## src/drive_status_pkg.sv

```systemverilog
// Purpose: Shared constants for the drive status flag block
// Assumes: 20 MHz clock, 16-bit signed speed and current words
// Notes:   Byte offsets are word aligned on classic Wishbone
package drive_status_pkg;
    localparam int          CLK_HZ         = 20_000_000;
    localparam int          DW             = 16;
    // Register byte offsets
    localparam logic [7:0]  FLAGS_OFS      = 8'h00;
    localparam logic [7:0]  CTRL_OFS       = 8'h04;
    localparam logic [7:0]  SPEED_OFS      = 8'h08;
    localparam logic [7:0]  CURRENT_OFS    = 8'h0c;
    localparam logic [7:0]  ANGLE_OFS      = 8'h10;
    // Control field positions and reset
    localparam int          THR_LSB        = 0;
    localparam int          THR_W          = 11;
    localparam int          RELAY_ZS_BIT   = 16;
    localparam int          ENC_SEL_BIT    = 17;
    localparam logic [31:0] CTRL_RST       = 32'h0000_0014;
    // Flag bit positions
    localparam int          FWD_BIT        = 0;
    localparam int          REV_BIT        = 1;
    localparam int          CLIM_BIT       = 2;
    localparam int          BR1_BIT        = 3;
    localparam int          BR2_BIT        = 4;
    localparam int          PHB_BIT        = 5;
    localparam int          ATSPD_BIT      = 6;
    localparam int          OVSPD_BIT      = 7;
    localparam int          ZERO_BIT       = 8;
    localparam int          VCLAMP_BIT     = 9;
    localparam int          PSEQ_BIT       = 10;
    localparam int          OK_BIT         = 11;
    localparam int          ALARM_BIT      = 12;
    localparam int          FIELD_BIT      = 13;
    localparam int          FBLOSS_BIT     = 14;
    localparam int          SUPPLY_BIT     = 15;
    localparam int          PEAK_BIT       = 16;
    localparam int          SOVL_BIT       = 17;
    localparam int          NFLAGS         = 18;
    localparam logic [NFLAGS-1:0] FLAGS_RST = 18'h0_0000;
    // Thresholds
    localparam logic signed [DW-1:0] MAX_SPEED     = 16'sh03e8;
    localparam int                   TOL_PERMILLE  = 15;
    localparam logic [DW-1:0]        AT_SPEED_TOL  =
        DW'((1000 * TOL_PERMILLE) / 1000);
    localparam logic [DW-1:0]        RATED_CURRENT = 16'h03e8;
    localparam logic [DW-1:0]        PEAK_LIMIT    = 16'h07d0;
    localparam logic [DW-1:0]        ANGLE_LIMIT   = 16'h02ff;
    localparam logic [DW-1:0]        OVL_TRIP      = 16'h03e8;
    // Alarm indicator flash half period
    localparam int          FLASH_MS       = 250;
    localparam int          FLASH_CYC      = CLK_HZ / 1000 * FLASH_MS;
endpackage : drive_status_pkg

```

## src/pin_sync.sv

```systemverilog
// Purpose: Three-stage synchroniser with agreement filter for pins
// Assumes: Inputs asynchronous to clk_i
// Notes:   Output follows once stages two and three agree
`timescale 1ns/1ns
module pin_sync #(
    parameter int W = 1
) (
    input  wire logic         clk_i,
    input  wire logic         rst_i,
    input  wire logic         ce_i,
    input  wire logic [W-1:0] pin_i,
    output logic      [W-1:0] sync_o
);
    typedef struct packed {
        logic [W-1:0] s1;
        logic [W-1:0] s2;
        logic [W-1:0] s3;
        logic [W-1:0] q;
    } sync_state_t;

    sync_state_t st_r;
    sync_state_t st_nxt;

    always_comb
    begin
        st_nxt    = st_r;
        st_nxt.s1 = pin_i;
        st_nxt.s2 = st_r.s1;
        st_nxt.s3 = st_r.s2;
        for (int i = 0; i < W; i++)
        begin
            if (st_r.s2[i] == st_r.s3[i])
            begin
                st_nxt.q[i] = st_r.s3[i];
            end
        end
    end

    always_ff @(posedge clk_i)
    begin
        if (rst_i)
        begin
            st_r <= '0;
        end
        else if (ce_i)
        begin
            st_r <= st_nxt;
        end
    end

    assign sync_o = st_r.q;
endmodule : pin_sync

```

## src/drive_status_flags.sv

```systemverilog
// Purpose: Drive status and diagnostic flags behind a Wishbone slave
// Assumes: Control values come from logic on clk_i; pins are async
// Notes:   Flags refresh on each update_i strobe
//
// Added by the designer: register access over Wishbone and the address map.
`timescale 1ns/1ns
module drive_status_flags
    import drive_status_pkg::*;
#(
    parameter int FLASH_CYCLES = FLASH_CYC
) (
    input  wire logic                 clk_i,
    input  wire logic                 rst_i,
    input  wire logic                 ce_i,
    // Wishbone slave
    input  wire logic                 cyc_i,
    input  wire logic                 stb_i,
    input  wire logic                 we_i,
    input  wire logic [7:0]           adr_i,
    input  wire logic [3:0]           sel_i,
    input  wire logic [31:0]          dat_i,
    output logic      [31:0]          dat_o,
    output logic                      ack_o,
    // Control loop values
    input  wire logic                 update_i,
    input  wire logic                 powered_i,
    input  wire logic                 trip_i,
    input  wire logic                 drive_reset_i,
    input  wire logic signed [DW-1:0] speed_fb_i,
    input  wire logic signed [DW-1:0] speed_demand_i,
    input  wire logic signed [DW-1:0] pre_ramp_ref_i,
    input  wire logic signed [DW-1:0] post_ramp_ref_i,
    input  wire logic signed [DW-1:0] current_fb_i,
    input  wire logic [DW-1:0]        firing_angle_i,
    input  wire logic [DW-1:0]        field_current_i,
    input  wire logic [DW-1:0]        overload_acc_i,
    input  wire logic                 overload_rising_i,
    input  wire logic                 clamp_override_i,
    input  wire logic                 clamp_bridge_i,
    input  wire logic                 fire_fwd_i,
    input  wire logic                 fire_rev_i,
    input  wire logic                 phase_back_i,
    input  wire logic                 volt_clamp_i,
    input  wire logic                 feedback_absent_i,
    input  wire logic [2:0]           phase_lost_i,
    // Pins
    input  wire logic                 enc_a_i,
    input  wire logic                 enc_b_i,
    input  wire logic [2:0]           line_phase_i,
    // Indications
    output logic                      zero_led_o,
    output logic                      alarm_led_o,
    output logic                      relay_output_two_o,
    output logic                      status_output_two_o,
    output logic                      status_output_three_o,
    output logic                      fire_suppress_o
);
    typedef struct packed {
        logic [NFLAGS-1:0]  flags;
        logic [31:0]        ctrl;
        logic               enc_fwd;
        logic               enc_a_d;
        logic               l1_d;
        logic               seq_123;
        logic               tripped;
        logic [DW-1:0]      hold_speed;
        logic [DW-1:0]      hold_current;
        logic [DW-1:0]      hold_angle;
        logic [23:0]        flash_cnt;
        logic               flash;
        logic               ack;
        logic [31:0]        rdata;
    } state_t;

    state_t st_r;
    state_t st_nxt;

    logic [1:0] enc_s;
    logic [2:0] line_s;

    function automatic logic [DW-1:0] mag(input logic signed [DW-1:0] v);
        mag = v[DW-1] ? DW'(-v) : v;
    endfunction : mag

    function automatic logic [31:0] merge(input logic [31:0] old_v,
                                          input logic [31:0] new_v,
                                          input logic [3:0]  be);
        logic [31:0] r;
        r = old_v;
        for (int b = 0; b < 4; b++)
        begin
            if (be[b])
            begin
                r[8*b +: 8] = new_v[8*b +: 8];
            end
        end
        merge = r;
    endfunction : merge

    pin_sync #(
        .W      (2)
    ) u_enc_sync (
        .clk_i  (clk_i),
        .rst_i  (rst_i),
        .ce_i   (ce_i),
        .pin_i  ({enc_a_i, enc_b_i}),
        .sync_o (enc_s)
    );

    pin_sync #(
        .W      (3)
    ) u_line_sync (
        .clk_i  (clk_i),
        .rst_i  (rst_i),
        .ce_i   (ce_i),
        .pin_i  (line_phase_i),
        .sync_o (line_s)
    );

    logic [DW-1:0]       thr;
    logic [DW-1:0]       spd_mag;
    logic [DW-1:0]       err_mag;
    logic                dir_fwd;
    logic                above_thr;
    logic                peak_now;
    logic signed [DW:0]  err_full;
    logic                wb_req;

    always_comb
    begin
        thr       = DW'(st_r.ctrl[THR_LSB +: THR_W]);
        spd_mag   = mag(speed_fb_i);
        err_full  = {speed_demand_i[DW-1], speed_demand_i}
                  - {speed_fb_i[DW-1], speed_fb_i};
        err_mag   = err_full[DW] ? DW'(-err_full) : err_full[DW-1:0];
        // Encoder quadrature or sign of feedback
        dir_fwd   = st_r.ctrl[ENC_SEL_BIT] ? st_r.enc_fwd
                                           : !speed_fb_i[DW-1];
        above_thr = spd_mag > thr;
        peak_now  = mag(current_fb_i) > PEAK_LIMIT;
        wb_req    = cyc_i && stb_i && !st_r.ack;
    end

    always_comb
    begin
        st_nxt = st_r;

        // Quadrature decode on A edges
        st_nxt.enc_a_d = enc_s[1];
        if (enc_s[1] && !st_r.enc_a_d)
        begin
            st_nxt.enc_fwd = !enc_s[0];
        end
        else if (!enc_s[1] && st_r.enc_a_d)
        begin
            st_nxt.enc_fwd = enc_s[0];
        end

        // Sequence sampled at L1 rising edge
        st_nxt.l1_d = line_s[0];
        if (line_s[0] && !st_r.l1_d)
        begin
            st_nxt.seq_123 = !line_s[1];
        end

        // Trip latch: a new trip wins over the reset
        if (trip_i || peak_now)
        begin
            st_nxt.tripped = 1'b1;
        end
        else if (drive_reset_i)
        begin
            st_nxt.tripped = 1'b0;
        end

        // Readbacks still take the values present at the trip edge
        if (!st_r.tripped)
        begin
            st_nxt.hold_speed   = speed_fb_i;
            st_nxt.hold_current = current_fb_i;
            st_nxt.hold_angle   = firing_angle_i;
        end

        if (update_i)
        begin
            st_nxt.flags[FWD_BIT]    = dir_fwd && above_thr;
            st_nxt.flags[REV_BIT]    = !dir_fwd && above_thr;
            st_nxt.flags[ZERO_BIT]   = !above_thr;
            st_nxt.flags[CLIM_BIT]   = clamp_override_i
                                     || clamp_bridge_i;
            st_nxt.flags[BR1_BIT]    = fire_fwd_i;
            st_nxt.flags[BR2_BIT]    = fire_rev_i;
            st_nxt.flags[PHB_BIT]    = phase_back_i;
            st_nxt.flags[ATSPD_BIT]  = (post_ramp_ref_i == pre_ramp_ref_i)
                                     && (err_mag < AT_SPEED_TOL);
            st_nxt.flags[OVSPD_BIT]  = speed_fb_i > MAX_SPEED;
            st_nxt.flags[VCLAMP_BIT] = volt_clamp_i;
            st_nxt.flags[PSEQ_BIT]   = st_r.seq_123;
            st_nxt.flags[OK_BIT]     = powered_i
                                     && !st_nxt.tripped;
            st_nxt.flags[SOVL_BIT]   = overload_acc_i >= OVL_TRIP;
            st_nxt.flags[ALARM_BIT]  = overload_rising_i
                                     && !st_nxt.flags[SOVL_BIT];
            st_nxt.flags[FIELD_BIT]  = field_current_i == '0;
            st_nxt.flags[FBLOSS_BIT] = feedback_absent_i
                                     && firing_angle_i > ANGLE_LIMIT;
            st_nxt.flags[SUPPLY_BIT] = |phase_lost_i;
            st_nxt.flags[PEAK_BIT]   = peak_now;
        end
        else if (peak_now)
        begin
            st_nxt.flags[PEAK_BIT]   = 1'b1;
        end

        // Alarm indicator flash
        if (st_r.flags[ALARM_BIT])
        begin
            if (st_r.flash_cnt >= 24'(FLASH_CYCLES - 1))
            begin
                st_nxt.flash_cnt = '0;
                st_nxt.flash     = !st_r.flash;
            end
            else
            begin
                st_nxt.flash_cnt = st_r.flash_cnt + 24'h00_0001;
            end
        end
        else
        begin
            st_nxt.flash_cnt = '0;
            st_nxt.flash     = 1'b0;
        end

        // Wishbone: answer one cycle after request
        st_nxt.ack   = wb_req;
        st_nxt.rdata = '0;
        if (wb_req)
        begin
            if (we_i && adr_i == CTRL_OFS)
            begin
                st_nxt.ctrl = merge(st_r.ctrl, dat_i, sel_i);
            end
            if (!we_i)
            begin
                case (adr_i)
                    FLAGS_OFS:   st_nxt.rdata = 32'(st_r.flags);
                    CTRL_OFS:    st_nxt.rdata = st_r.ctrl;
                    SPEED_OFS:   st_nxt.rdata = 32'(st_r.hold_speed);
                    CURRENT_OFS: st_nxt.rdata = 32'(st_r.hold_current);
                    ANGLE_OFS:   st_nxt.rdata = 32'(st_r.hold_angle);
                    default:     st_nxt.rdata = '0;
                endcase
            end
        end
    end

    always_ff @(posedge clk_i)
    begin
        if (rst_i)
        begin
            st_r       <= '0;
            st_r.ctrl  <= CTRL_RST;
            st_r.flags <= FLAGS_RST;
        end
        else if (ce_i)
        begin
            st_r <= st_nxt;
        end
    end

    assign dat_o                 = st_r.rdata;
    assign ack_o                 = st_r.ack;
    assign zero_led_o            = st_r.flags[ZERO_BIT];
    assign relay_output_two_o    = st_r.flags[ZERO_BIT]
                                 && st_r.ctrl[RELAY_ZS_BIT];
    assign alarm_led_o           = st_r.flash;
    assign status_output_two_o   = st_r.flags[ATSPD_BIT];
    assign status_output_three_o = st_r.flags[ALARM_BIT];
    assign fire_suppress_o       = peak_now
                                 || st_r.flags[PEAK_BIT];
endmodule : drive_status_flags

```

## config.mk

```make
export PLATFORM = sky130hd
export DESIGN_NAME = drive_status_flags
export DESIGN_NICKNAME = d
export VERILOG_FILES = /design/src/drive_status_pkg.sv /design/src/pin_sync.sv /design/src/drive_status_flags.sv
export SDC_FILE = /design/constraint.sdc
export NUM_CORES = 1
export LEC_CHECK = 0
export BUFFER_PORTS_ARGS = -buffer_cell sky130_fd_sc_hd__buf_4
export CAP_MARGIN = 0
export CORE_MARGIN = 2
export CORE_UTILIZATION = 49
export CTS_CLUSTER_DIAMETER = 50
export DETAILED_ROUTE_END_ITERATION = 12
export HOLD_SLACK_MARGIN = 0.06
export PLACE_DENSITY = 0.89
export REMOVE_ABC_BUFFERS = 1
export SLEW_MARGIN = 20
export SYNTH_ARGS = -nofsm -noshare
export SYNTH_HDL_FRONTEND = slang
export SYNTH_SLANG_ARGS = --single-unit
```

## constraint.sdc

```tcl
create_clock -name clk_i -period 3.35 [get_ports clk_i]
set_input_delay 0.5025 -clock clk_i [delete_from_list [all_inputs] [get_ports clk_i]]
set_output_delay 0.5025 -clock clk_i [all_outputs]
set_load 0.01 [all_outputs]
```

* Word-level counts from Yosys, hierarchy flattened
Index checks and enable logic that the tools add are counted.
** Cells by class
- $add $sub $neg :: 5
- Multipliers :: 0
- Div/mod/pow operators :: 0
- Order comparisons :: 7
- Equal/unequal tests :: 10
- Shift operators :: 0
- Multiplexer cells :: 16
- Bitwise gates (word level) :: 1
- Reduce and logical (&&, ||, !) cells :: 47
** Operator list (number)
- one-hot mux 32 bit (5 select lines) :: 1
- two-way mux 32 bit :: 2
- two-way mux 16 bit :: 3
- negator 16 bit :: 3
- greater-than comparator 16 x 11 -> 1 bit, second input constant :: 2
- two-way mux 25 bit :: 1
- adder 24 x 1 -> 24 bit, second input constant :: 1
- >= comparator 24 x 23 -> 1 bit, second input constant :: 1
- two-way mux 24 bit :: 1
- AND reduction 2 bit :: 10
- subtractor 16 x 16 -> 17 bit :: 1
- equality test 16 bit :: 1
- equality test 8 x 4 -> 1 bit, second input constant :: 2
- >= comparator 16 x 10 -> 1 bit, second input constant :: 1
- greater-than comparator 16 x 10 -> 1 bit, second input constant :: 1
- greater-than comparator 16 x 11 -> 1 bit :: 1
- zero test 16 bit :: 1
- less-than comparator 16 x 4 -> 1 bit, second input constant :: 1
- AND reduction 4 bit :: 4
- logical AND 1 bit :: 13
- zero test 1 bit :: 12
- equality test 8 x 3 -> 1 bit, second input constant :: 1
- equality test 8 x 5 -> 1 bit, second input constant :: 1
- zero test 8 bit :: 1
- other kinds (7) :: 20
** Storage, ports and cells
- Bits in registers :: 177
- Latch bits :: 0
- Memory bits (writable) :: 0
- Bits in read-only memories :: 0
- Input port bits :: 198
- Output and inout bits :: 39
- Logic and storage cells :: 114
- Memories :: 0

* Logic depth before layout (Yosys ltp)
Gate-level depths: netlist (run 1).
- Word-level depth :: 7
- Gate-level depth with buffers :: 14

* By module
Synthesis (run 1) repeated with hierarchy kept, for this count alone.
** Unflattened totals
- Cells, all modules :: 1274
- Area, all modules :: 10112.2 µm²
** Modules (own cells, without submodules)
- drive_status_flags :: times used 1, cells an instance 1189, area each 9198.8 µm², seq. area each 3223.1 µm²
- pin_sync at u_line_sync :: times used 1, cells an instance 51, area each 549.3 µm², seq. area each 240.2 µm²
- pin_sync at u_enc_sync :: times used 1, cells an instance 34, area each 364.1 µm², seq. area each 160.2 µm²

* Least setup slack after synthesis (run 1)
No wires, ideal clock.
- Kind :: input -> register
- From :: in speed_demand_i[0]
- To :: reg st_r (netlist bit status_output_two_o)
- Library setup time :: 84 ps
- Data arrival time :: 3468 ps
- Data required time :: 3266 ps
- Path slack :: -202 ps
- Cell stages on the path :: 12
- Path buffers :: 0
- Cells stage by stage :: inv_1 ha_1 fa_1 nand2b_1 a21o_2 a211oi_2 o31ai_2 nor4_4 a211oi_1 or4_1 a2111o_1 o31ai_2
** Between the ends
- Longest elaborated chain between the ends :: 5
** Ends and longest elaborated chain
- start, declared :: line drive_status_flags.sv:30 : input wire logic signed [DW-1:0] speed_demand_i,
- subtractor 16 x 16 -> 17 bit * :: line drive_status_flags.sv:134 : - {speed_fb_i[DW-1], speed_fb_i};
- negator 16 bit :: line drive_status_flags.sv:135 : err_mag = err_full[DW] ? DW'(-err_full) : err_full[DW-1:0];
- two-way mux 16 bit * :: line drive_status_flags.sv:135
- less-than comparator 16 x 4 -> 1 bit * :: line drive_status_flags.sv:195 : && (err_mag < AT_SPEED_TOL);
- logical AND 1 bit * :: line drive_status_flags.sv:195
- end signal, assigned :: line drive_status_flags.sv:267 : st_r <= st_nxt;
- end, declared :: line drive_status_flags.sv:75 : state_t st_r;
Every way passes the cells marked *; elsewhere a longest branch is shown, timed or not.
A chain may end at the register's enable or synchronous reset.

* Final worst setup path (run 1)
- From :: in speed_fb_i[0]
- To :: reg st_r (netlist bit status_output_two_o)
** Between the ends
- Longest elaborated chain between the ends :: 5
** Ends and longest elaborated chain
- start, declared :: line drive_status_flags.sv:29 : input wire logic signed [DW-1:0] speed_fb_i,
- subtractor 16 x 16 -> 17 bit * :: line drive_status_flags.sv:134
- negator 16 bit :: line drive_status_flags.sv:135
- two-way mux 16 bit * :: line drive_status_flags.sv:135
- less-than comparator 16 x 4 -> 1 bit * :: line drive_status_flags.sv:195
- logical AND 1 bit * :: line drive_status_flags.sv:195
Marked as above.

==> results of run 1 <==
## power breakdown
group / internal, mW / total, mW / switching [mW]
combinational: 0.463 / 0.969 / 0.506
sequential: 2.15 / 2.18 / 0.0277
clock: 1.22 / 2.03 / 0.805
## flip-flops by register name (all words and copies together), names as in the netlist, 2 cells and up
name,cells
st_r,124
dat_o,32
u_enc_sync.st_nxt,4
u_line_sync.st_nxt,4
u_enc_sync.st_r,2
u_enc_sync.sync_o,2
u_line_sync.st_r,2
u_line_sync.sync_o,2
## timing repair
item	in CTS	in global routing
resized for setup	0	5
buffers inserted	0	0
endpoints found under the setup margin	0	1
## worst register-to-register path, delay by kind of cell (launching register included)
kind / cells / cell delay [ps]
adders and majority gates: 1 / 250
and+or+nand+nor: 1 / 150
buffers and inverters: 1 / 220
DFF: 1 / 340
AOI/OAI and AO/OA: 7 / 2000
## cells in the final DEF (no fill, tap or decap), types with 3 or more instances in the layout
master,n
buf_4,303
nand2_1,222
dfxtp_1,177
nor2_1,137
a21oi_1,135
o21ai_0,41
inv_1,41
mux2i_1,35
ha_1,31
xnor2_1,29
xor2_1,28
nand3_1,26
nor3_1,21
nand4_1,20
clkbuf_16,17
a22oi_1,16
a222oi_1,16
nor4_1,16
o21a_1,12
a211oi_1,11
and2_1,10
nand2b_1,8
and3_1,8
a21o_1,8
or4_1,7
a211o_1,7
o31ai_1,4
nor2b_1,4
o211ai_1,4
o21ai_1,4
a31oi_1,4
a2111oi_0,3
o2111ai_1,3
o21bai_1,3
a311oi_1,3
bufinv_16,3
clkinvlp_4,3
clkbuf_8,3
## through the flow
step	power, mW	std cells	hold WS, ps	utilization, %	setup slack, ps
after floorplan	2.68	1152	422	-	-202
after global placement	3.15	1720	438	60.8	-270
after detailed placement	3.17	1720	443	60.8	-325
after CTS	5.17	1749	270	63.9	114
after global routing	5.36	1749	275	64.1	46.0
final	5.18	1749	281	64.1	202
## layout make-up
class / instances / area, sq um
fillers: 1674 / 6960
multi-input cells: 933 / 5530
flip-flops and latches: 177 / 3540
repair buffers: 303 / 2270
clock buffers: 21 / 470
well taps: 265 / 332
inverters: 42 / 158
clock inverters: 8 / 130
## cell families (layout without fill, tap and decap cells)
family,Yosys count,count (layout),synth area share [%]
compound gates,302,302,19.9
xor+xnor,58,58,5.25
fa+ha+maj,32,32,4.21
buf+inv,137,374,6.85
flops,177,177,36.6
mux,35,35,3.62
simple gates,506,506,23.6
## worst max-delay path by stage
stage | endpoint | depth (start not counted) | slack [ps]
3_5_place_dp | status_output_two_o | 12 | -320
3_3_place_gp | status_output_two_o | 12 | -270
4_1_cts | status_output_two_o | 12 | 110
6_report | status_output_two_o | 12 | 200
5_1_grt | status_output_two_o | 12 | 50
2_1_floorplan | status_output_two_o | 12 | -200
## routing by layer
metal,global-route usage (%),routed length [um]
met5,0,0
met4,10.6,923
met3,6.42,2560
met2,50.6,14900
met1,32.5,11400
==> metrics, run 1 <==
outcome=complete, no violations; count of state elements after synthesis=about 180; EDFF count, synth=0; full die area=about 0.021 sq mm; Synth async-reset ratio=0%; ratio of total power to cell area=between 400 and 500 mW/mm^2; DPL Wire Length=22.6 mm; worst skew pair latency=around 430 ps; Crit path buffers/inverters=1; First-pass DRT Iterations=8; layout net count=1704; Required @ worst endpoint=approximately 3700 ps; global-route wire length before repair=45.9 mm; Final setup viols=0; post-detailed-placement cell area=0.0118 sq mm; Worst setup EP type=register; area share of the largest cell type after synthesis=~37%; register clock-pin slew on the reported worst setup and hold paths=~60 ps; synthesized instance count=1247; Static Leakage=between 5 and 6 nW; number of antenna violations at the first check in global routing=0; # diodes=0; average cell area after synthesis=just under 8 sq um; Mapped Area=between 0.009 and 0.01 sq mm; initial core utilization=49.9%; max-cap check violation count=0; period utilization=a little over nine tenths; max frequency=between 300 and 400 MHz; number of DRC markers in iteration 0=between 700 and 800; layout cells sized above 1=about a quarter; portion of the post-synthesis area used by sequential elements=36.6%; fin crit period=between 3000 and 4000 ps; number of buffers inserted by port buffering=232; CTS tree=done; vias per cell=5.67; DRT antenna net count=0; count of warnings emitted by yosys=0; clk buf depth=2; TritonCTS buffer count=17; # H-tree levels=4; final routed DRC violation total=0; average detailed-routed wire length per instance=17.0 um; die height=around 140 um; hold-fix buffers at CTS=0; gpl congestion=roughly 0.89; Reg2Reg Launch Point=st_r[34]; endpoint of the worst hold path=st_r[115]; Reg2Reg Setup Slack=~310 ps; cell with the largest stage delay on the worst path=or4_1; number of distinct library cells after synthesis=75; via count of the first global-routing pass=9440; setup TNS=0 ps; largest cells by area after synthesis=dfxtp_1 (37%), nand2_1 (8.6%), a21oi_1 (7.0%), nor2_1 (5.3%), ha_1 (4.0%); core footprint=around 0.019 sq mm; reg-to-reg critical path endpoint=st_r[51]; data arrival time of the critical path=around 3500 ps; Final Max Tran Viols=0; Min-Delay Path Depth=2; std cell rows=51; final number of hold-violating endpoints=0; leading cell type by number of instances after synthesis=nand2_1; Worst slew margin=between 20 and 30%; type of the worst setup path=in -> reg; Num Clock Sinks=roughly 180; Worst-Margin Slew=about 1100 ps; cells along the critical path=buf_4, ha_1, fa_1, nand2b_4, a21o_2, a211oi_4, o31ai_2, nor4_4, a211oi_1, or4_1, a2111o_1, o31ai_2; largest driver fanout on the critical path=4; area added between synthesis and finish=28.4%; highest ir drop seen on vdd=approximately 0.26 mV; cell type with the highest occurrence count on the critical path=o31ai_2; hold wc startpoint=dat_i[4]; number of cells on the worst reg-to-reg path=10; dominant delay contributor by cell family on the critical path=compound AO/OA/AOI/OAI gates; number of top-level pins=between 200 and 250; post-detailed-routing wire length=29.8 mm; maximum number of pins on one net before global-route repair=108; setup repair after global routing missed its margin=false; sum of overflow across all layers after global routing=0; DR vias=about 9900; critical path startpoint=speed_fb_i[0]; maximum cell stage delay along the critical path=510 ps; clk root buf=clkbuf_16; clock skew=6.68 ps; cell taking the most area after synthesis=dfxtp_1; leading post-synthesis cells by instance count=nand2_1 (222), dfxtp_1 (177), nor2_1 (138); dominant register cell in the synthesized netlist=dfxtp_1; Hold/Removal Path Class=in -> reg; Die Width=~140 um; Final Instance Area=around 0.012 sq mm; Global Route Usage Sum=28.1%; Worst setup SP type=input port
(Power assumes the default switching activity.)
==> inputs of run 2 (changes only) <==
Settings changed: BUFFER_PORTS_ARGS -buffer_cell sky130_fd_sc_hd__buf_4 to unset, CORE_UTILIZATION 49 to 55, DONT_BUFFER_PORTS set to 1, PLACE_DENSITY 0.89 to 0.85.
==> metrics, run 2 (synthesis results as in run 1) <==
number of top-level pins=approximately 240; layout cells sized above 1=between 7 and 8%; Worst-Margin Slew=between 700 and 800 ps; TritonCTS buffer count=17; register containing the most flip-flops in the final layout=st_r; Hold WS=164 ps; DRT antenna net count=0; via count of the first global-routing pass=around 8200; setup TNS=0 ps; Die Width=~140 um; number of post-CTS setup repair buffers=0; clock skew=about 5.6 ps; setup repair after global routing missed its margin=false; max reg flops=approximately 120; initial core utilization=a little under three fifths; final number of hold-violating endpoints=0; Worst setup EP type=register; sequential fraction of design power=~47%; Final setup viols=0; CTS tree=done; setup ws final=around 230 ps; final routed DRC violation total=0; core footprint=0.0172 sq mm; number of cells on the worst reg-to-reg path=10; outcome=complete, no violations; layout net count=about 1400; maximum cell stage delay along the critical path=between 500 and 600 ps; number of buffers inserted by port buffering=0; cell type with the highest occurrence count on the critical path=o31ai_2; fill cell instance count of the final layout=roughly 1500; dominant delay contributor by cell family on the critical path=compound AO/OA/AOI/OAI gates; Global Route Usage Sum=around 28%; average detailed-routed wire length per instance=between 15 and 20 um; full die area=about 0.019 sq mm; Hold/Removal Path Class=in -> reg; clk buf depth=2; DPL Wire Length=approximately 20 mm; type of the worst setup path=in -> reg; commonest non-fill, non-tap cell in the layout=nand2_1; period utilization=between 90 and 100%; total net switching power=1.23 mW; cells along the critical path=inv_1, ha_1, fa_1, nand2b_1, a21o_2, a31oi_1, o31ai_2, nor4_4, a211oi_1, or4_1, a2111o_1, o31ai_2; sum of overflow across all layers after global routing=0; logic depth of the worst path, buffers included=12; area added between synthesis and finish=6.16%; worst skew pair latency=430 ps; Required @ worst endpoint=around 3700 ps; post-detailed-routing wire length=approximately 27 mm; Crit path buffers/inverters=1; register clock-pin slew on the reported worst setup and hold paths=60 ps; hold-fix buffers at CTS=0; DR vias=~8800; ratio of total power to cell area=452 mW/mm^2; number of antenna violations at the first check in global routing=1; max-cap check violation count=0; Final Max Tran Viols=0; global-route wire length before repair=40.9 mm; number of DRC markers in iteration 0=between 700 and 800; internal portion of total power=around 3.4 mW; clk root buf=clkbuf_16; data arrival time of the critical path=about 3500 ps; Num Clock Sinks=177; Min-Delay Path Depth=1; most frequent cells in the layout=nand2_1 (222), dfxtp_1 (177), nor2_1 (137); maximum number of pins on one net before global-route repair=between 150 and 200; portion of total power attributed to the clock network=just under 40%; fin crit period=3120 ps; Static Leakage=roughly 3.8 nW; switching share of power=26.4%; Worst setup SP type=input port; highest ir drop seen on vdd=between 0.3 and 0.4 mV; cell with the largest stage delay on the worst path=or4_1; largest driver fanout on the critical path=4; pre-CTS setup slack=-194 ps; post-cts sizing count=0; share of total power in combinational logic=14.0%; # H-tree levels=4; max frequency=320 MHz; gpl congestion=between 0.9 and 1; vias per cell=6.07; die height=between 100 and 150 um; First-pass DRT Iterations=7; Worst slew margin=around half; std cell rows=48
[run 2: area by class of cell]
type	instances	area (sq um)	share of cell area, %
Tap cell	225	282	2.74
Inverter	42	158	1.53
Sequential cell	177	3540	34.5
Timing Repair Buffer	35	263	2.56
Antenna cell	1	2.50	0.0243
Clock buffer	20	457	4.44
Clock inverter	11	81.3	0.791
Multi-Input combinational cell	933	5490	53.4
[run 2: final timing paths]
kind / start / end / slack (ps)
max: speed_demand_i[0] / status_output_two_o / 230
min: rst_i / dat_o[19] / 160
max reg2reg: st_r[34] / st_r[55] / 500
min reg2reg: st_r[154] / st_r[154] / 450
[run 2: power groups by stage]
stage / clock network (mW) / registers (mW) / logic, mW
6_report: 1.82 / 2.18 / 0.649
5_1_grt: 1.93 / 2.18 / 0.712
4_1_cts: 1.84 / 2.18 / 0.640
3_5_place_dp: 0 / 2.23 / 0.637
3_3_place_gp: 0 / 2.22 / 0.619
2_1_floorplan: 0 / 2.22 / 0.459
[run 2: layer usage]
| layer | track usage [%] | routed length (um) |
|---|---|---|
| met4 | 11.3 | 695 |
| met3 | 9.93 | 2730 |
| met2 | 48.4 | 13200 |
| met1 | 31.8 | 10200 |
| met5 | 0 | 0 |
[run 2: worst reg2reg max path, stage by stage (launching register included)]
cell and delay [ps]:
dfxtp_1 340, ha_1 250, a311o_1 320, a31o_2 250
a211o_1 290, a2111oi_0 460, o21ai_1 120, a21oi_1 300
o21bai_1 100, buf_4 230, nor2_1 130
[run 2: stage by stage]
stage | instances | cell area (sq um) | utilization [%] | power, mW
after floorplan | 1152 | 9180 | - | 2.68
after global placement | 1412 | 9740 | 56.5 | 2.84
final | 1444 | 10300 | 59.6 | 4.65
after detailed placement | 1412 | 9740 | 56.5 | 2.86
after CTS | 1443 | 10300 | 59.6 | 4.66
after global routing | 1444 | 10300 | 59.6 | 4.83
